File: config.mk
export PLATFORM = sky130hd
export DESIGN_NAME = aod_decoder
export DESIGN_NICKNAME = d
export VERILOG_FILES = /design/src/include/aod_pkg.sv /design/src/logic/aod_decoder.sv
export SDC_FILE = /design/constraint.sdc
export NUM_CORES = 1
export LEC_CHECK = 0
export BUFFER_PORTS_ARGS = -buffer_cell sky130_fd_sc_hd__buf_2
export CAP_MARGIN = 15
export CORE_UTILIZATION = 60
export CTS_BUF_LIST = sky130_fd_sc_hd__clkbuf_16
export DETAILED_ROUTE_END_ITERATION = 10
export PLACE_DENSITY = 0.81
export REMOVE_ABC_BUFFERS = 1
export SLEW_MARGIN = 5
export SYNTH_ARGS = -nofsm -noshare
export SYNTH_HDL_FRONTEND = slang
export SYNTH_SLANG_ARGS = --single-unit
export TNS_END_PERCENT = 20
File: constraint.sdc
create_clock -name clock -period 6.05 [get_ports clock]
set_input_delay 1.21 -clock clock [delete_from_list [all_inputs] [get_ports clock]]
set_output_delay 1.21 -clock clock [all_outputs]
set_load 0.05 [all_outputs]
File: src/include/aod_pkg.sv
// Encodings, enumerations and clock figures shared by the arithmetic opcode decoder
package aod_pkg;

	// Decoded operation class
	typedef enum logic [3:0] {
		OP_NONE, OP_SEG, OP_SUM, OP_CSUM, OP_DIFF, OP_BDIFF, OP_COMPARE,
		OP_UP, OP_DOWN, OP_SIGN, OP_PROD, OP_AFIX_S, OP_BFIX_S, OP_AFIX_D, OP_BFIX_D
	} aod_op_t;

	// Operand form
	typedef enum logic [2:0] {F_NONE, F_RM, F_IMM, F_ACC, F_ONE} aod_form_t;

	// Segment chosen by an override prefix
	typedef enum logic [1:0] {SEG_CODE, SEG_STACK, SEG_DATA, SEG_EXTRA} aod_seg_t;

	// Opcode family that owns the selector field
	typedef enum logic [1:0] {G_ALU, G_IMM, G_UNARY, G_STEP} aod_grp_t;

	// One-byte opcodes
	localparam logic [7:0] PFX_CODE = 8'h2E;
	localparam logic [7:0] PFX_STACK = 8'h36;
	localparam logic [7:0] PFX_DATA = 8'h3E;
	localparam logic [7:0] PFX_EXTRA = 8'h26;
	localparam logic [7:0] FIX_ASCII_SUM = 8'h37;
	localparam logic [7:0] FIX_BCD_SUM = 8'h27;
	localparam logic [7:0] FIX_ASCII_DIF = 8'h3F;
	localparam logic [7:0] FIX_BCD_DIF = 8'h2F;

	// Opcode family patterns
	localparam logic [5:0] IMM_GRP = 6'h20;
	localparam logic [6:0] UNARY_GRP = 7'h7B;
	localparam logic [6:0] STEP_GRP = 7'h7F;
	localparam logic [3:0] SHORT_STEP = 4'h4;

	// Selector field values
	localparam logic [2:0] SEL_SUM = 3'h0;
	localparam logic [2:0] SEL_CSUM = 3'h2;
	localparam logic [2:0] SEL_BDIFF = 3'h3;
	localparam logic [2:0] SEL_DIFF = 3'h5;
	localparam logic [2:0] SEL_COMPARE = 3'h7;
	localparam logic [2:0] SEL_UP = 3'h0;
	localparam logic [2:0] SEL_DOWN = 3'h1;
	localparam logic [2:0] SEL_SIGN = 3'h3;
	localparam logic [2:0] SEL_PROD = 3'h4;

	// Operand selector byte modes
	localparam logic [1:0] MOD_IND = 2'h0;
	localparam logic [1:0] MOD_D8 = 2'h1;
	localparam logic [1:0] MOD_D16 = 2'h2;
	localparam logic [1:0] MOD_REG = 2'h3;
	localparam logic [2:0] RM_DIRECT = 3'h6;

	// Execution clock counts
	localparam logic [7:0] C_PFX = 8'h02;
	localparam logic [7:0] C_RR = 8'h03;
	localparam logic [7:0] C_RM = 8'h0A;
	localparam logic [7:0] C_IR = 8'h04;
	localparam logic [7:0] C_IM = 8'h10;
	localparam logic [7:0] C_AB = 8'h03;
	localparam logic [7:0] C_AW = 8'h04;
	localparam logic [7:0] C_STEP_R = 8'h03;
	localparam logic [7:0] C_STEP_M = 8'h0F;
	localparam logic [7:0] C_PRB = 8'h1C;
	localparam logic [7:0] C_PRW = 8'h25;
	localparam logic [7:0] C_PMB = 8'h22;
	localparam logic [7:0] C_PMW = 8'h2B;
	localparam logic [7:0] C_ASUM = 8'h08;
	localparam logic [7:0] C_BSUM = 8'h04;
	localparam logic [7:0] C_ADIF = 8'h07;
	localparam logic [7:0] C_BDIF = 8'h04;
	localparam logic [7:0] C_WX = 8'h04;
	localparam logic [7:0] C_BAD = 8'h02;
	localparam logic [7:0] C_MIN = 8'h02;

endpackage : aod_pkg

File: src/logic/aod_decoder.sv
// Arithmetic opcode decoder fed from the prefetch queue
`timescale 1ns/10ps
module aod_decoder #(
	parameter bit NARROW_BUS = 1'b0 // 8-bit bus variant
) (
	input wire logic clock, // 20 MHz processor clock
	input wire logic arst_n, // Asynchronous reset
	input wire logic q_valid, // Queue offers a byte
	input wire logic [7:0] q_byte, // Queue byte
	output logic q_ready, // Decoder takes the byte
	output logic done, // Instruction finished
	output aod_pkg::aod_op_t op, // Operation class
	output aod_pkg::aod_form_t form, // Operand form
	output logic width, // Word operand
	output logic dir_s, // Direction or sign bit
	output logic mem, // Memory operand
	output logic [2:0] sel, // Selector field
	output logic [2:0] rm, // Register/memory field
	output logic [15:0] imm, // Immediate value
	output logic [7:0] clocks, // Execution clocks
	output logic seg_valid, // Override applies
	output aod_pkg::aod_seg_t seg, // Overriding segment
	output logic writes, // Result written back
	output logic bad // Opcode not handled
);

	typedef enum logic [2:0] {ST_OPC, ST_MODRM, ST_DLO, ST_DHI, ST_ILO, ST_IHI, ST_EXEC} aod_st_t;

	aod_st_t st_r, st_nxt;
	aod_pkg::aod_op_t op_p_r, op_nxt, op_r;
	aod_pkg::aod_form_t form_p_r, form_nxt, form_r;
	aod_pkg::aod_grp_t grp_p_r, grp_nxt;
	aod_pkg::aod_seg_t seg_p_r, seg_nxt, seg_r;
	logic w_p_r, w_nxt, d_p_r, d_nxt, m_p_r, m_nxt;
	logic two_p_r, two_nxt, itwo_p_r, itwo_nxt;
	logic [2:0] sel_p_r, sel_nxt, rm_p_r, rm_nxt;
	logic [15:0] imm_p_r, imm_nxt;
	logic [7:0] clk_p_r, clk_nxt, cnt_r;
	logic q_ready_r, done_r, width_r, dir_r, mem_r, seg_valid_r, seg_arm_r, writes_r, bad_r;
	logic [2:0] sel_r, rm_r;
	logic [15:0] imm_r;
	logic [7:0] clocks_r, xw;
	logic take, fin, last;

	// Selector shared by the two-operand and immediate families
	function automatic aod_pkg::aod_op_t alu_op(input logic [2:0] s);
		if (s == aod_pkg::SEL_SUM) alu_op = aod_pkg::OP_SUM;
		else if (s == aod_pkg::SEL_CSUM) alu_op = aod_pkg::OP_CSUM;
		else if (s == aod_pkg::SEL_BDIFF) alu_op = aod_pkg::OP_BDIFF;
		else if (s == aod_pkg::SEL_DIFF) alu_op = aod_pkg::OP_DIFF;
		else if (s == aod_pkg::SEL_COMPARE) alu_op = aod_pkg::OP_COMPARE;
		else alu_op = aod_pkg::OP_NONE;
	endfunction : alu_op

	// Clock count of a finished decode
	function automatic logic [7:0] calc(input aod_pkg::aod_op_t o, input aod_pkg::aod_form_t f,
		input logic m, input logic w);
		logic [7:0] c;
		c = aod_pkg::C_BAD;
		case (o)
			aod_pkg::OP_SEG: c = aod_pkg::C_PFX;
			aod_pkg::OP_AFIX_S: c = aod_pkg::C_ASUM;
			aod_pkg::OP_BFIX_S: c = aod_pkg::C_BSUM;
			aod_pkg::OP_AFIX_D: c = aod_pkg::C_ADIF;
			aod_pkg::OP_BFIX_D: c = aod_pkg::C_BDIF;
			aod_pkg::OP_SUM, aod_pkg::OP_CSUM, aod_pkg::OP_DIFF, aod_pkg::OP_BDIFF, aod_pkg::OP_COMPARE: begin
				if (f == aod_pkg::F_ACC) c = w ? aod_pkg::C_AW : aod_pkg::C_AB;
				else if (f == aod_pkg::F_IMM && o != aod_pkg::OP_COMPARE) c = m ? aod_pkg::C_IM : aod_pkg::C_IR;
				else c = m ? aod_pkg::C_RM : aod_pkg::C_RR;
			end
			aod_pkg::OP_UP, aod_pkg::OP_DOWN: begin
				c = m ? aod_pkg::C_STEP_M : aod_pkg::C_STEP_R;
			end
			aod_pkg::OP_SIGN: begin
				c = m ? aod_pkg::C_RM : aod_pkg::C_RR;
			end
			aod_pkg::OP_PROD: begin
				if (m) c = w ? aod_pkg::C_PMW : aod_pkg::C_PMB;
				else c = w ? aod_pkg::C_PRW : aod_pkg::C_PRB;
			end
			default: c = aod_pkg::C_BAD;
		endcase
		if (NARROW_BUS && w && m && o != aod_pkg::OP_NONE) c = c + aod_pkg::C_WX;
		calc = c;
	endfunction : calc

	// Ready is only ever high outside execution
	assign take = q_valid && q_ready_r;

	// Next decode state and pending fields
	always_comb begin
		st_nxt = st_r;
		op_nxt = op_p_r;
		form_nxt = form_p_r;
		grp_nxt = grp_p_r;
		seg_nxt = seg_p_r;
		w_nxt = w_p_r;
		d_nxt = d_p_r;
		m_nxt = m_p_r;
		two_nxt = two_p_r;
		itwo_nxt = itwo_p_r;
		sel_nxt = sel_p_r;
		rm_nxt = rm_p_r;
		imm_nxt = imm_p_r;
		fin = 1'b0;
		last = 1'b0;
		case (st_r)
			ST_OPC: begin
				if (take) begin
					op_nxt = aod_pkg::OP_NONE;
					form_nxt = aod_pkg::F_NONE;
					grp_nxt = aod_pkg::G_ALU;
					w_nxt = q_byte[0];
					d_nxt = q_byte[1];
					m_nxt = 1'b0;
					two_nxt = 1'b0;
					itwo_nxt = 1'b0;
					sel_nxt = 3'h0;
					rm_nxt = 3'h0;
					imm_nxt = 16'h0000;
					if (q_byte == aod_pkg::PFX_CODE || q_byte == aod_pkg::PFX_STACK ||
						q_byte == aod_pkg::PFX_DATA || q_byte == aod_pkg::PFX_EXTRA) begin
						op_nxt = aod_pkg::OP_SEG;
						seg_nxt = (q_byte == aod_pkg::PFX_CODE) ? aod_pkg::SEG_CODE :
							(q_byte == aod_pkg::PFX_STACK) ? aod_pkg::SEG_STACK :
							(q_byte == aod_pkg::PFX_DATA) ? aod_pkg::SEG_DATA : aod_pkg::SEG_EXTRA;
						fin = 1'b1;
					end else if (q_byte == aod_pkg::FIX_ASCII_SUM) begin
						op_nxt = aod_pkg::OP_AFIX_S;
						fin = 1'b1;
					end else if (q_byte == aod_pkg::FIX_BCD_SUM) begin
						op_nxt = aod_pkg::OP_BFIX_S;
						fin = 1'b1;
					end else if (q_byte == aod_pkg::FIX_ASCII_DIF) begin
						op_nxt = aod_pkg::OP_AFIX_D;
						fin = 1'b1;
					end else if (q_byte == aod_pkg::FIX_BCD_DIF) begin
						op_nxt = aod_pkg::OP_BFIX_D;
						fin = 1'b1;
					end else if (q_byte[7:4] == aod_pkg::SHORT_STEP) begin
						op_nxt = q_byte[3] ? aod_pkg::OP_DOWN : aod_pkg::OP_UP;
						form_nxt = aod_pkg::F_ONE;
						w_nxt = 1'b1;
						d_nxt = 1'b0;
						rm_nxt = q_byte[2:0];
						fin = 1'b1;
					end else if (q_byte[7:6] == 2'h0 && !q_byte[2] && alu_op(q_byte[5:3]) != aod_pkg::OP_NONE) begin
						op_nxt = alu_op(q_byte[5:3]);
						form_nxt = aod_pkg::F_RM;
						st_nxt = ST_MODRM;
					end else if (q_byte[7:6] == 2'h0 && q_byte[2:1] == 2'h2 &&
						alu_op(q_byte[5:3]) != aod_pkg::OP_NONE) begin
						op_nxt = alu_op(q_byte[5:3]);
						form_nxt = aod_pkg::F_ACC;
						d_nxt = 1'b0;
						itwo_nxt = q_byte[0];
						st_nxt = ST_ILO;
					end else if (q_byte[7:2] == aod_pkg::IMM_GRP) begin
						form_nxt = aod_pkg::F_IMM;
						grp_nxt = aod_pkg::G_IMM;
						st_nxt = ST_MODRM;
					end else if (q_byte[7:1] == aod_pkg::UNARY_GRP) begin
						form_nxt = aod_pkg::F_RM;
						grp_nxt = aod_pkg::G_UNARY;
						st_nxt = ST_MODRM;
					end else if (q_byte[7:1] == aod_pkg::STEP_GRP) begin
						form_nxt = aod_pkg::F_RM;
						grp_nxt = aod_pkg::G_STEP;
						st_nxt = ST_MODRM;
					end else begin
						fin = 1'b1;
					end
				end
			end
			ST_MODRM: begin
				if (take) begin
					m_nxt = q_byte[7:6] != aod_pkg::MOD_REG;
					sel_nxt = q_byte[5:3];
					rm_nxt = q_byte[2:0];
					two_nxt = q_byte[7:6] == aod_pkg::MOD_D16 ||
						(q_byte[7:6] == aod_pkg::MOD_IND && q_byte[2:0] == aod_pkg::RM_DIRECT);
					if (grp_p_r == aod_pkg::G_IMM) begin
						op_nxt = alu_op(q_byte[5:3]);
						itwo_nxt = !d_p_r && w_p_r;
					end else if (grp_p_r == aod_pkg::G_UNARY) begin
						op_nxt = (q_byte[5:3] == aod_pkg::SEL_SIGN) ? aod_pkg::OP_SIGN :
							(q_byte[5:3] == aod_pkg::SEL_PROD) ? aod_pkg::OP_PROD : aod_pkg::OP_NONE;
					end else if (grp_p_r == aod_pkg::G_STEP) begin
						op_nxt = (q_byte[5:3] == aod_pkg::SEL_UP) ? aod_pkg::OP_UP :
							(q_byte[5:3] == aod_pkg::SEL_DOWN) ? aod_pkg::OP_DOWN : aod_pkg::OP_NONE;
					end
					if (q_byte[7:6] == aod_pkg::MOD_D8 || two_nxt) st_nxt = ST_DLO;
					else last = 1'b1;
				end
			end
			ST_DLO: begin
				if (take) begin
					if (two_p_r) st_nxt = ST_DHI;
					else last = 1'b1;
				end
			end
			ST_DHI: begin
				if (take) last = 1'b1;
			end
			ST_ILO: begin
				if (take) begin
					imm_nxt = (form_p_r == aod_pkg::F_IMM && d_p_r) ? {{8{q_byte[7]}}, q_byte} : {8'h00, q_byte};
					if (itwo_p_r) st_nxt = ST_IHI;
					else fin = 1'b1;
				end
			end
			ST_IHI: begin
				if (take) begin
					imm_nxt = {q_byte, imm_p_r[7:0]};
					fin = 1'b1;
				end
			end
			default: begin
				if (cnt_r == 8'h00) st_nxt = ST_OPC;
			end
		endcase
		// Displacement done: immediates follow only in the immediate family
		if (last) begin
			if (grp_p_r == aod_pkg::G_IMM) st_nxt = ST_ILO;
			else fin = 1'b1;
		end
		if (fin) st_nxt = ST_EXEC;
		clk_nxt = calc(op_nxt, form_nxt, m_nxt, w_nxt);
	end

	// Sequencer and execution countdown
	always_ff @(posedge clock or negedge arst_n) begin
		if (!arst_n) begin
			st_r <= ST_OPC;
			q_ready_r <= 1'b0;
			cnt_r <= 8'h00;
		end else begin
			st_r <= st_nxt;
			q_ready_r <= st_nxt != ST_EXEC;
			// Count lands so done shows N clocks after the last byte
			if (fin) cnt_r <= clk_nxt - aod_pkg::C_MIN;
			else if (cnt_r != 8'h00) cnt_r <= cnt_r - 8'h01;
		end
	end

	// Fields of the instruction being decoded
	always_ff @(posedge clock or negedge arst_n) begin
		if (!arst_n) begin
			op_p_r <= aod_pkg::OP_NONE;
			form_p_r <= aod_pkg::F_NONE;
			grp_p_r <= aod_pkg::G_ALU;
			seg_p_r <= aod_pkg::SEG_CODE;
			w_p_r <= 1'b0;
			d_p_r <= 1'b0;
			m_p_r <= 1'b0;
			two_p_r <= 1'b0;
			itwo_p_r <= 1'b0;
			sel_p_r <= 3'h0;
			rm_p_r <= 3'h0;
			imm_p_r <= 16'h0000;
			clk_p_r <= 8'h00;
		end else begin
			op_p_r <= op_nxt;
			form_p_r <= form_nxt;
			grp_p_r <= grp_nxt;
			seg_p_r <= seg_nxt;
			w_p_r <= w_nxt;
			d_p_r <= d_nxt;
			m_p_r <= m_nxt;
			two_p_r <= two_nxt;
			itwo_p_r <= itwo_nxt;
			sel_p_r <= sel_nxt;
			rm_p_r <= rm_nxt;
			imm_p_r <= imm_nxt;
			if (fin) clk_p_r <= clk_nxt;
		end
	end

	// Result presented when execution time has run out
	always_ff @(posedge clock or negedge arst_n) begin
		if (!arst_n) begin
			done_r <= 1'b0;
			bad_r <= 1'b0;
			op_r <= aod_pkg::OP_NONE;
			form_r <= aod_pkg::F_NONE;
			width_r <= 1'b0;
			dir_r <= 1'b0;
			mem_r <= 1'b0;
			sel_r <= 3'h0;
			rm_r <= 3'h0;
			imm_r <= 16'h0000;
			clocks_r <= 8'h00;
			writes_r <= 1'b0;
		end else begin
			done_r <= st_r == ST_EXEC && cnt_r == 8'h00;
			bad_r <= st_r == ST_EXEC && cnt_r == 8'h00 && op_p_r == aod_pkg::OP_NONE;
			if (st_r == ST_EXEC && cnt_r == 8'h00) begin
				op_r <= op_p_r;
				form_r <= form_p_r;
				width_r <= w_p_r;
				dir_r <= d_p_r;
				mem_r <= m_p_r;
				sel_r <= sel_p_r;
				rm_r <= rm_p_r;
				imm_r <= imm_p_r;
				clocks_r <= clk_p_r;
				writes_r <= op_p_r != aod_pkg::OP_NONE && op_p_r != aod_pkg::OP_SEG && op_p_r != aod_pkg::OP_COMPARE;
			end
		end
	end

	// Override is armed by a prefix and spent by the next instruction
	always_ff @(posedge clock or negedge arst_n) begin
		if (!arst_n) begin
			seg_arm_r <= 1'b0;
			seg_valid_r <= 1'b0;
			seg_r <= aod_pkg::SEG_CODE;
		end else if (st_r == ST_EXEC && cnt_r == 8'h00) begin
			if (op_p_r == aod_pkg::OP_SEG) begin
				seg_arm_r <= 1'b1;
				seg_valid_r <= 1'b1;
				seg_r <= seg_p_r;
			end else begin
				seg_arm_r <= 1'b0;
				seg_valid_r <= seg_arm_r;
			end
		end
	end

	assign q_ready = q_ready_r;
	assign done = done_r;
	assign op = op_r;
	assign form = form_r;
	assign width = width_r;
	assign dir_s = dir_r;
	assign mem = mem_r;
	assign sel = sel_r;
	assign rm = rm_r;
	assign imm = imm_r;
	assign clocks = clocks_r;
	assign seg_valid = seg_valid_r;
	assign seg = seg_r;
	assign writes = writes_r;
	assign bad = bad_r;

	// Narrow-bus penalty the checks expect
	assign xw = (NARROW_BUS && width_r && mem_r) ? aod_pkg::C_WX : 8'h00;

	seg_prefix_a: assert property (@(posedge clock) disable iff (!arst_n)
		st_r == ST_OPC && take && q_byte == aod_pkg::PFX_DATA |->
		##2 done_r && op_r == aod_pkg::OP_SEG && seg_r == aod_pkg::SEG_DATA)
		else $error("data prefix not finished in 2 clocks");
	sum_clocks_a: assert property (@(posedge clock) disable iff (!arst_n)
		done_r && op_r == aod_pkg::OP_SUM && form_r == aod_pkg::F_RM |->
		clocks_r == (mem_r ? aod_pkg::C_RM + xw : aod_pkg::C_RR))
		else $error("sum count wrong");
	carry_imm_a: assert property (@(posedge clock) disable iff (!arst_n)
		done_r && op_r == aod_pkg::OP_CSUM && form_r == aod_pkg::F_IMM |->
		sel_r == aod_pkg::SEL_CSUM && clocks_r == (mem_r ? aod_pkg::C_IM + xw : aod_pkg::C_IR))
		else $error("carry sum immediate wrong");
	diff_acc_a: assert property (@(posedge clock) disable iff (!arst_n)
		done_r && op_r == aod_pkg::OP_DIFF && form_r == aod_pkg::F_ACC |->
		writes_r && clocks_r == (width_r ? aod_pkg::C_AW : aod_pkg::C_AB))
		else $error("difference accumulator count wrong");
	borrow_sel_a: assert property (@(posedge clock) disable iff (!arst_n)
		done_r && form_r == aod_pkg::F_IMM && sel_r == aod_pkg::SEL_BDIFF |-> op_r == aod_pkg::OP_BDIFF)
		else $error("selector 011 not borrow difference");
	prod_clocks_a: assert property (@(posedge clock) disable iff (!arst_n)
		done_r && op_r == aod_pkg::OP_PROD |-> clocks_r == (mem_r ?
		(width_r ? aod_pkg::C_PMW + xw : aod_pkg::C_PMB) : (width_r ? aod_pkg::C_PRW : aod_pkg::C_PRB)))
		else $error("product count wrong");
	sign_clocks_a: assert property (@(posedge clock) disable iff (!arst_n)
		done_r && op_r == aod_pkg::OP_SIGN |->
		sel_r == aod_pkg::SEL_SIGN && clocks_r == (mem_r ? aod_pkg::C_RM + xw : aod_pkg::C_RR))
		else $error("sign change wrong");
	ascii_sum_a: assert property (@(posedge clock) disable iff (!arst_n)
		st_r == ST_OPC && take && q_byte == aod_pkg::FIX_ASCII_SUM |=>
		!done_r [*7] ##1 done_r && op_r == aod_pkg::OP_AFIX_S)
		else $error("ascii sum fixup not 8 clocks");
	bcd_sum_a: assert property (@(posedge clock) disable iff (!arst_n)
		st_r == ST_OPC && take && q_byte == aod_pkg::FIX_BCD_SUM |-> ##4 done_r && op_r == aod_pkg::OP_BFIX_S)
		else $error("bcd sum fixup not 4 clocks");
	ascii_dif_a: assert property (@(posedge clock) disable iff (!arst_n)
		st_r == ST_OPC && take && q_byte == aod_pkg::FIX_ASCII_DIF |-> ##7 done_r && op_r == aod_pkg::OP_AFIX_D)
		else $error("ascii difference fixup not 7 clocks");
	bcd_dif_a: assert property (@(posedge clock) disable iff (!arst_n)
		st_r == ST_OPC && take && q_byte == aod_pkg::FIX_BCD_DIF |-> ##4 done_r && op_r == aod_pkg::OP_BFIX_D)
		else $error("bcd difference fixup not 4 clocks");
	step_word_a: assert property (@(posedge clock) disable iff (!arst_n)
		done_r && op_r == aod_pkg::OP_UP && form_r == aod_pkg::F_RM && mem_r |->
		clocks_r == aod_pkg::C_STEP_M + xw)
		else $error("step memory count wrong");
	imm_single_a: assert property (@(posedge clock) disable iff (!arst_n)
		st_r == ST_ILO && take && form_p_r == aod_pkg::F_IMM && (d_p_r || !w_p_r) |=>
		st_r == ST_EXEC && (!d_p_r || imm_p_r[15:8] == {8{imm_p_r[7]}}))
		else $error("single immediate byte mishandled");
	imm_pair_a: assert property (@(posedge clock) disable iff (!arst_n)
		st_r == ST_ILO && take && form_p_r == aod_pkg::F_IMM && !d_p_r && w_p_r |=> st_r == ST_IHI)
		else $error("second immediate byte not fetched");
	short_down_a: assert property (@(posedge clock) disable iff (!arst_n)
		st_r == ST_OPC && take && q_byte[7:3] == 5'h09 |->
		##3 done_r && op_r == aod_pkg::OP_DOWN && clocks_r == aod_pkg::C_STEP_R)
		else $error("short step down wrong");
	compare_wb_a: assert property (@(posedge clock) disable iff (!arst_n)
		done_r && op_r == aod_pkg::OP_COMPARE |-> !writes_r)
		else $error("compare wrote back");

endmodule : aod_decoder

==> results of run 1 <==
## how the worst min path moves through the flow
stage                           from    endpoint  slack, ns  cells after the start
after floorplan           imm_p_r[2]  imm_p_r[2]       0.44                      2
final                     imm_p_r[6]  imm_p_r[6]       0.48                      2
after CTS                 imm_p_r[6]  imm_p_r[6]       0.49                      2
after global placement    imm_p_r[2]  imm_p_r[2]       0.46                      2
after detailed placement   rm_p_r[2]   rm_p_r[2]       0.47                      2
after global routing      imm_p_r[5]  imm_p_r[5]       0.51                      2
## layout by cell type, fill, tap and decap left out, types with 3 or more instances in the layout
cell type	Yosys	layout
a21o_1	3	3
a21oi_1	35	35
a221o_1	3	3
a22o_1	5	5
a31oi_1	5	5
and2_1	3	3
and3_1	4	4
buf_2	12	54
buf_4	6	7
clkbuf_16	0	9
clkinv_4	0	3
dfrtp_1	101	101
ha_1	4	4
inv_1	21	21
inv_8	0	3
mux2_2	40	40
nand2_1	44	44
nand2b_1	8	8
nand3_1	7	7
nand3b_1	6	6
nand4_1	7	7
nor2_1	39	39
nor2b_1	10	10
nor3_1	10	10
nor4_1	3	3
nor4b_1	4	4
o21a_1	3	3
o21ai_0	32	32
o22ai_1	4	4
o31ai_1	10	10
xnor2_1	4	4
xor2_1	5	5
## synthesized netlist by cell type, types with 3 or more instances
library cell	n	area [sq um]
and2_1	3	18.8
buf_2	12	60.1
clkbuf_1	14	52.6
o21a_1	3	22.5
xnor2_1	4	35.0
nor2b_1	10	62.6
nor4_1	3	18.8
nand4_1	7	43.8
o22ai_1	4	25.0
a21o_1	3	22.5
nand3_1	7	35.0
dfrtp_1	101	2530
a22o_1	5	43.8
nor4b_1	4	35.0
nor3_1	10	50.1
o31ai_1	10	75.1
a21oi_1	35	175
nand3b_1	6	45.0
nand2_1	44	165
xor2_1	5	43.8
ha_1	4	50.1
nand2b_1	8	50.1
buf_4	6	45.0
mux2_2	40	450
a221o_1	3	30.0
nor2_1	39	146
inv_1	21	78.8
o21ai_0	32	160
and3_1	4	25.0
a31oi_1	5	31.3
buf_6	3	33.8
## layer usage
| metal | vias to the layer above | routed length (microns) | global-route usage [%] |
|---|---|---|---|
| li1 | 1959 | - | - |
| met1 | 2073 | 5440 | 39.1 |
| met2 | 171 | 6080 | 48.2 |
| met3 | 17 | 773 | 5.13 |
| met4 | 0 | 160 | 8.46 |
| met5 | - | 0 | 0 |
## power groups by stage
stage / Clock, W / Combinational, W / Sequential (W)
after floorplan: 0 / 0.000516 / 0.00141
after global placement: 0 / 0.00108 / 0.00111
after detailed placement: 0 / 0.00111 / 0.00112
after CTS: 0.000613 / 0.00111 / 0.00111
after global routing: 0.000641 / 0.00121 / 0.00115
final: 0.000607 / 0.00111 / 0.00111
## sequential cells by signal, summed over array words and instances, names as in the netlist, 4 cells and up
register  cells
imm_p_r      16
op_p_r        4
imm          16
op            4
clocks        6
cnt_r         8
clk_p_r       6
## kinds of logic after synthesis
logic type               after synthesis  synth area share (%)
multiplexers                          42                  9.07
buffers and inverters                 59                  5.57
adder cells (fa/ha/maj)                4                 0.940
other                                  1                0.0704
AND/OR/NAND/NOR                      173                  18.4
flip-flops                           101                  47.5
AO/OA/AOI/OAI                        133                  17.0
XOR/XNOR                               9                  1.48
## area by class of cell
type / count / area [sq um] / share of cell area [%]
Timing Repair Buffer: 62 / 328 / 5.56
Sequential cell: 101 / 2530 / 42.9
Inverter: 22 / 85.1 / 1.44
Multi-Input combinational cell: 363 / 2510 / 42.5
Clock buffer: 9 / 225 / 3.82
Clock inverter: 7 / 90.1 / 1.53
Tap cell: 108 / 135 / 2.29
## stage by stage
stage          utilization (%)  cells  instance area, sq um  hold slack (ns)  setup slack [ns]
3_3_place_gp              64.3    655                  5580            0.459              1.73
3_5_place_dp              64.3    655                  5580            0.470              1.57
6_report                  67.9    672                  5900            0.482              1.84
4_1_cts                   67.9    671                  5890            0.486              1.92
2_1_floorplan                -    486                  5120            0.443              1.97
5_1_grt                   67.9    672                  5900            0.510              1.60
## tightest hold or removal path, cell delays in order, from the launching register on
cell and delay [ns]:
dfrtp_1 0.35, nand2_1 0.05, o21ai_0 0.06
==> flow_metrics.tcl, run 1 <==
set metrics [dict create \
    antenna_found_initial 0 \
    switching_share_pct 43.2 \
    layout-drive-gt1-share_pct 24.3 \
    reg2reg_from "cnt_r[2]" \
    fp-row-count 34 \
    grt_use_total_pct 29.1 \
    ant_nets 0 \
    core_area_sq_um 8680 \
    holdCritPathClass "reg -> reg" \
    cp_data_required_time_ns 6.23 \
    pin_count 58 \
    end_kind "register" \
    grt_pass1_wl_mm 20.2 \
    die_h_microns 96.2 \
    hold_violations 0 \
    detail_route.iter0.violations 308 \
    grt_max_degree 64 \
    netlist_area_sq_um 5330 \
    crit_slowest_cell "o31a_1" \
    crit_start "q_byte[4]" \
    syn_to_final_growth_pct 10.7 \
    start_util_pct 61.4 \
    cts.sinks 101 \
    path_cells "buf_2 -> and2b_1 -> a41oi_1 -> a2111oi_0 -> o31a_1 -> nor3_1 -> o31ai_1 -> a22o_1 -> inv_1 -> ha_1 -> nor2b_1 -> nand4_1 -> o31ai_1" \
    cp_num_buf_inv 2 \
    synth_edf_count 0 \
    reg2reg_slack_ns 2.13 \
    ir_drop_uv 210 \
    p_int_w 0.00161 \
    antennaDiodeCount 0 \
    cp-start-kind "input pin" \
    slowest_delay_ns 0.65 \
    arrival_ns 4.39 \
    via_per_inst 6.28 \
    first_global_vias 3923 \
    grt_overflow 0 \
    tightest_slew_ns 1.08 \
    period_minus_slack_ns 4.21 \
    netlist_instances 522 \
    skew_ns 0.00776 \
    slew_headroom_pct 27.6 \
    ys_seq_area_share_pct 47.5 \
    crit_fanout 21 \
    clkPwrFrac_pct 21.4 \
    cpMostUsedCell "o31ai_1" \
    status "completed" \
    cts_buffers 9 \
    combPwrFrac_pct 39.2 \
    fmax_mhz 238 \
    port_buffers 55 \
    place_hpwl_mm 8.64 \
    slew_violations 0 \
    cts-root-buf "clkbuf_16" \
    reg2reg_depth 7 \
    grt_setup_unrepaired "no" \
    synthFlopType "dfrtp_1" \
    ctsHoldBuffers 0 \
    wl_mm 12.5 \
    clk_latency_ns 0.35 \
    power_w 0.00283 \
    final.setup.tns_ns 0 \
    worstSetupEndpoint "cnt_r[7]" \
    rr_endpoint "op[1]" \
    clockBufferDepth 2 \
    p_leak_nw 2.73 \
    drtPass1Iterations 5 \
    die_area_sq_um 9260 \
    ys_async_sr_fraction_pct 100 \
    synth_cell_type_count 84 \
    max_cap_violations 0 \
    n_fill_cell 684 \
    ys_ff_latch 101 \
    crit_type "in -> reg" \
    gp_congestion 0.955 \
    wl_per_cell_microns 18.5 \
    postCtsResizedCells 0 \
    fp.dieW_microns 96.2 \
    drc_errors 0 \
    setup_viol 0 \
    clk_pin_slew_ns 0.07 \
    p_per_area_nw_per_um2 480 \
    cts_tree "built" \
    finalNetCount 574 \
    cp_num_cells 13 \
    h-tree-depth 3 \
    post-cts-setup-buffers 0 \
    synth_warnings 0 \
    synth.avg_cell_area_sq_um 10.2 \
    vias 4220 \
    p_seq_share_pct 39.3 \
    crit_family "compound AO/OA/AOI/OAI gates" \
    finalCritPeriodShare_pct 69.5 \
    p_switching_w 0.00122 \
]
No activity file was read; power rests on OpenSTA's default activity.
==> inputs of run 2 (changes only) <==
ABC_AREA = 1   (was default)
CORE_UTILIZATION = 53   (was 60)
PLACE_DENSITY = 0.76   (was 0.81)
clock period = 3.7 ns   (was 6.05 ns; I/O delays follow)
==> run 2 against run 1 <==
Effect of this change:
- final cell count up 31%
- sequential power up 55%
- sequential share of layout area down 0.48 points
- clock power increased by 54%
- power grew 71%
- non-clock buffer count is the same
- clock skew increased by 0.0054 ns
- sequential cell count unchanged
- critical endpoint is now cnt_r[5]
- largest cell class unchanged
==> flow_metrics.tcl, run 2 <==
set metrics [dict create \
    grt_setup_unrepaired "no" \
    use_met2_pct 45.4 \
    fp-row-count 35 \
    core_area_sq_um 9420 \
    period_minus_slack_ns 3.26 \
    finalCritPeriodShare_pct 88.2 \
    netlist_area_sq_um 5250 \
    cts-root-buf "clkbuf_16" \
    grt_max_degree 69 \
    p_seq_share_pct 35.6 \
    die_h_microns 102 \
    clk_pin_slew_ns 0.08 \
    gp_congestion 1.01 \
    synth.avg_cell_area_sq_um 7.60 \
    p_leak_nw 3.10 \
    grt_overflow 0 \
    synthFlopType "dfrtp_1" \
    first_global_vias 4434 \
    arrival_ns 3.50 \
    cts_buffers 9 \
    place_hpwl_mm 9.83 \
    clockBufferDepth 2 \
    final_common_cell "nand2_1" \
    synth_warnings 0 \
    cts.sinks 101 \
    n_fill_cell 824 \
    grt_pass1_wl_mm 21.8 \
    ir_drop_uv 393 \
    hold_violations 0 \
    finalNetCount 759 \
    synth_edf_count 0 \
    ys_async_sr_fraction_pct 100 \
    slew_headroom_pct 33.8 \
    synth_top_cell_by_area "dfrtp_1" \
    wl_per_cell_microns 15.0 \
    detail_route.iter0.violations 321 \
    antennaDiodeCount 0 \
    netlist_instances 691 \
    holdCritPathClass "in -> async" \
    slew_violations 0 \
    fmax_mhz 306 \
    cts_tree "built" \
    drtPass1Iterations 5 \
    wl_mm 13.2 \
    final_util_pct 63.3 \
    p_switching_w 0.00227 \
    fp.dieW_microns 102 \
    synth.most_common_cell "nand2_1" \
    layout-drive-gt1-share_pct 16.4 \
    max_cap_violations 0 \
    layout_common_cells "nand2_1, dfrtp_1, o21ai_0, inv_1, nor2_1" \
    vias 4704 \
    cp-start-kind "input pin" \
    antenna_found_initial 0 \
    ant_nets 0 \
    cp_data_required_time_ns 3.94 \
    ys_top_cells_by_count "nand2_1, dfrtp_1, o21ai_0, inv_1, nor2_1" \
    h-tree-depth 3 \
    syn_to_final_growth_pct 13.5 \
    p_per_area_nw_per_um2 810 \
    via_per_inst 5.36 \
    synth_top_cell_area_share_pct 48.1 \
    grt_use_total_pct 27.7 \
    ys_ff_latch 101 \
    drc_errors 0 \
    ys_seq_area_share_pct 48.1 \
    top_usage_layer "met2" \
    tightest_slew_ns 0.993 \
    end_kind "register" \
    clkPwrFrac_pct 19.3 \
    gr-usage-met1_pct 37.6 \
    die_area_sq_um 10300 \
    combPwrFrac_pct 45.0 \
    setup_viol 0 \
    grt_use_met3_pct 4.28 \
    start_util_pct 55.8 \
    status "completed" \
    switching_share_pct 47.0 \
    clk_latency_ns 0.35 \
    synth_area_leaders "dfrtp_1, nand2_1, o21ai_0" \
    skew_ns 0.0132 \
    synth_cell_type_count 43 \
    final.setup.tns_ns 0 \
    crit_type "in -> reg" \
    crit_fanout 9 \
    port_buffers 55 \
    pin_count 58 \
    p_int_w 0.00256 \
]
[run 2: changes by cell type in the layout (fill, tap and decap cells not counted), sizes merged, moves of 17 or more]
cell   change
nand3     +18
mux2      -38
nor2      +38
a21oi     -17
nand2    +154
o21ai     +58
inv       +74
[run 2: timing repair]
action / 4_1_cts / 5_1_grt
setup endpoints to repair: 0 / 1
buffers inserted: 0 / 2
hold buffers: 0 / 0
resized for setup: 0 / 3
[run 2: metrics by stage]
step	cells	hold WS (ns)	total power (W)	worst slack [ns]	instance area [sq um]
floorplan	671	0.430	0.00333	0.639	5150
global route	878	0.491	0.00518	0.0358	5960
CTS	876	0.459	0.00484	0.405	5940
finish	878	0.416	0.00483	0.437	5960
detailed placement	860	0.453	0.00390	0.0251	5650
global placement	860	0.449	0.00384	0.115	5650
[run 2: area by class of cell]
class,instances,area [sq um],area share (%)
Timing Repair Buffer,62,343,5.75
Inverter,97,369,6.19
Sequential cell,101,2530,42.4
Multi-Input combinational cell,473,2270,38.1
Tap cell,129,161,2.71
Clock inverter,7,67.6,1.13
Clock buffer,9,225,3.78
[run 2: worst max-delay path, stage by stage]
cell and delay [ns]:
buf_2 0.09, nand2_2 0.21, inv_6 0.19, nand2_2 0.10, nor2_4 0.22, inv_2 0.13
nor2_1 0.17, a21oi_1 0.08, inv_1 0.06, nand2_1 0.06, a21oi_1 0.18, nand2_1 0.10
nand2_1 0.12, nor2_1 0.07, nor4_2 0.26, ha_1 0.23, nand3_1 0.14, nor2_1 0.13
nor2_1 0.05, nor2_1 0.11, nor2_1 0.05
[run 2: path summary, 6_finish.rpt]
check                           startpoint         to  slack, ns  depth (start not counted)
min in group clock                  imm[5]     imm[5]       0.47                          2
worst max register to register     st_r[0]   cnt_r[5]       0.50                         19
worst min register to register      imm[5]     imm[5]       0.47                          2
worst max-delay path               q_valid   cnt_r[5]       0.44                         21
max in group asynchronous           arst_n  seg_arm_r       2.59                          2
worst min-delay path                arst_n     imm[9]       0.42                          1
[run 2: power by group through the flow]
| stage | logic [W] | clock network (W) | registers (W) |
|---|---|---|---|
| 6_report | 0.00218 | 0.000933 | 0.00172 |
| 3_3_place_gp | 0.00212 | 0 | 0.00173 |
| 5_1_grt | 0.00242 | 0.000992 | 0.00177 |
| 2_1_floorplan | 0.00110 | 0 | 0.00223 |
| 3_5_place_dp | 0.00216 | 0 | 0.00174 |
| 4_1_cts | 0.00217 | 0.000953 | 0.00172 |
[run 2: per-layer routing]
| metal | wire length [microns] | part of all wire, % | vias to the layer above |
|---|---|---|---|
| met5 | 0 | 0 | - |
| met4 | 257 | 2.0 | 0 |
| met3 | 715 | 5.4 | 24 |
| met2 | 6240 | 47 | 153 |
| met1 | 5950 | 45 | 2215 |
| li1 | - | - | 2312 |
[run 2: cell families after synthesis]
logic type	after synthesis	share of synthesized area [%]
simple gates	325	26.4
compound gates	136	14.4
buf+inv	118	8.93
flops	101	48.1
fa+ha+maj	4	0.953
xor+xnor	4	0.667
mux	2	0.429
other cells	1	0.0714
==> inputs of run 3 (changes only) <==
CORE_UTILIZATION = 50   (was 53)
GPL_TIMING_DRIVEN = 0   (was default)
PLACE_DENSITY = 0.72   (was 0.76)
SKIP_LAST_GASP = 1   (was default)
==> run 3 against run 2 <==
Effect of this change:
- fmax decreased by 3.3%
- via count decreased by 1.3%
- clock skew fell by 0.0069 ns
- wire length down 4.7%
- utilization shrank 5.1 points
- first-iteration DRC count down 18%
- largest cell class unchanged
==> flow_metrics.tcl, run 3 (synthesized netlist as in run 2, its figures left out) <==
set metrics [dict create \
    status "completed" \
    skew_ns 0.00625 \
    ant_nets 0 \
    wl_per_cell_microns 14.2 \
    ctsHoldBuffers 0 \
    cts-root-buf "clkbuf_16" \
    post-cts-setup-buffers 0 \
    holdCritPathClass "in -> async" \
    crit_type "reg -> reg" \
    grt_overflow 0 \
    gp_congestion 0.908 \
    wl_mm 12.5 \
    slew_headroom_pct 55.1 \
    cp_data_required_time_ns 3.94 \
    period_minus_slack_ns 3.37 \
    drtPass1Iterations 7 \
    final_util_pct 58.3 \
    layout-drive-gt1-share_pct 15.8 \
    antennaDiodeCount 0 \
    grt_max_degree 60 \
    crit_slowest_cell "dfrtp_1" \
    fp-row-count 37 \
    pin_count 58 \
    cp-start-kind "register" \
    clk_pin_slew_ns 0.07 \
    drc_errors 0 \
    port_buffers 55 \
    cts_tree "built" \
    cts.sinks 101 \
    grt_pass1_wl_mm 21.6 \
    p_per_area_nw_per_um2 800 \
    grt_use_total_pct 24.9 \
    first_global_vias 4500 \
    cts_buffers 9 \
    final_common_cell "nand2_1" \
    max_cap_violations 0 \
    die_h_microns 104 \
    layout_common_cells "nand2_1, dfrtp_1, o21ai_0, inv_1, nor2_1" \
    slew_violations 0 \
    postCtsResizedCells 0 \
    ir_drop_uv 324 \
    setup_viol 0 \
    start_util_pct 51.3 \
    tightest_slew_ns 0.671 \
    crit_family "simple AND/OR/NAND/NOR gates" \
    grt_setup_unrepaired "no" \
    cpMostUsedCell "nand2_1" \
    die_area_sq_um 10900 \
    vias 4643 \
    hold_violations 0 \
    clockBufferDepth 2 \
    arrival_ns 3.61 \
    multiInputGateArea_sq_um 2270 \
    n_fill_cell 971 \
    regArea_sq_um 2530 \
    p_leak_nw 3.08 \
    finalCritPeriodShare_pct 91.2 \
    slowest_delay_ns 0.52 \
    antenna_found_initial 0 \
    path_cells "clkinvlp_4 -> nand2_1 -> nor2_4 -> o21ai_0 -> nand2_1 -> o21ai_2 -> inv_1 -> nand2_1 -> nand2_1 -> nor2_1 -> nand2_1 -> nand2_1 -> nand2_1 -> nor2_1 -> nor4_2 -> ha_1 -> nand3_1 -> nor2_1 -> nor2_1 -> nor2_1 -> nor2_1" \
    crit_fanout 14 \
    final.setup.tns_ns 0 \
    cp_num_buf_inv 2 \
    place_hpwl_mm 9.42 \
    h-tree-depth 3 \
    end_kind "register" \
    syn_to_final_growth_pct 13.5 \
    via_per_inst 5.27 \
    clk_latency_ns 0.35 \
    core_area_sq_um 10200 \
    finalNetCount 755 \
    fmax_mhz 296 \
    fp.dieW_microns 104 \
    detail_route.iter0.violations 263 \
]
## run 3: cell count changes in the layout (fill, tap and decap cells not counted), sizes merged
cell      before  now
clkinvlp       0    2
buf           62   58
inv           99   98
clkinv         5    4
## run 3: layout make-up
class	count	area share (%)
clock buffers	9	3.78
well taps	136	2.85
clock inverters	7	0.924
repair buffers	58	5.77
flip-flops and latches	101	42.4
multi-input cells	473	38.1
inverters	97	6.19
## run 3: worst paths after layout
kind / from / endpoint / slack [ns] / cells after the start
max: st_r[2] / cnt_r[5] / 0.33 / 21
min: arst_n / imm_p_r[10] / 0.38 / 1
max in group asynchronous: arst_n / m_p_r / 2.63 / 2
max reg2reg: st_r[2] / cnt_r[5] / 0.33 / 21
min in group clock: imm[8] / imm[8] / 0.46 / 2
min reg2reg: imm[8] / imm[8] / 0.46 / 2
## run 3: where the power goes
part | internal [W] | switching (W)
logic | 0.000588 | 0.00156
clock network | 0.000465 | 0.000433
registers | 0.00150 | 0.000230
## run 3: layer usage
metal  track usage (%)  share of wire [%]  vias up
li1                  -                  -     2315
met5                 0                  0        -
met4              7.76                1.6        0
met1              34.9                 48     2207
met3              4.01                4.3       16
met2              39.6                 46      105
## run 3: metrics by stage
stage          worst slack [ns]  instance area, sq um  power (W)  hold slack, ns  cells
5_1_grt                 0.00528                  5960    0.00514           0.438    881
3_5_place_dp             0.0760                  5670    0.00387           0.453    865
4_1_cts                  0.0861                  5950    0.00479           0.401    881
3_3_place_gp              -1.25                  5600    0.00380           0.449    862
2_1_floorplan             0.639                  5150    0.00333           0.430    671
6_report                  0.327                  5960    0.00477           0.384    881
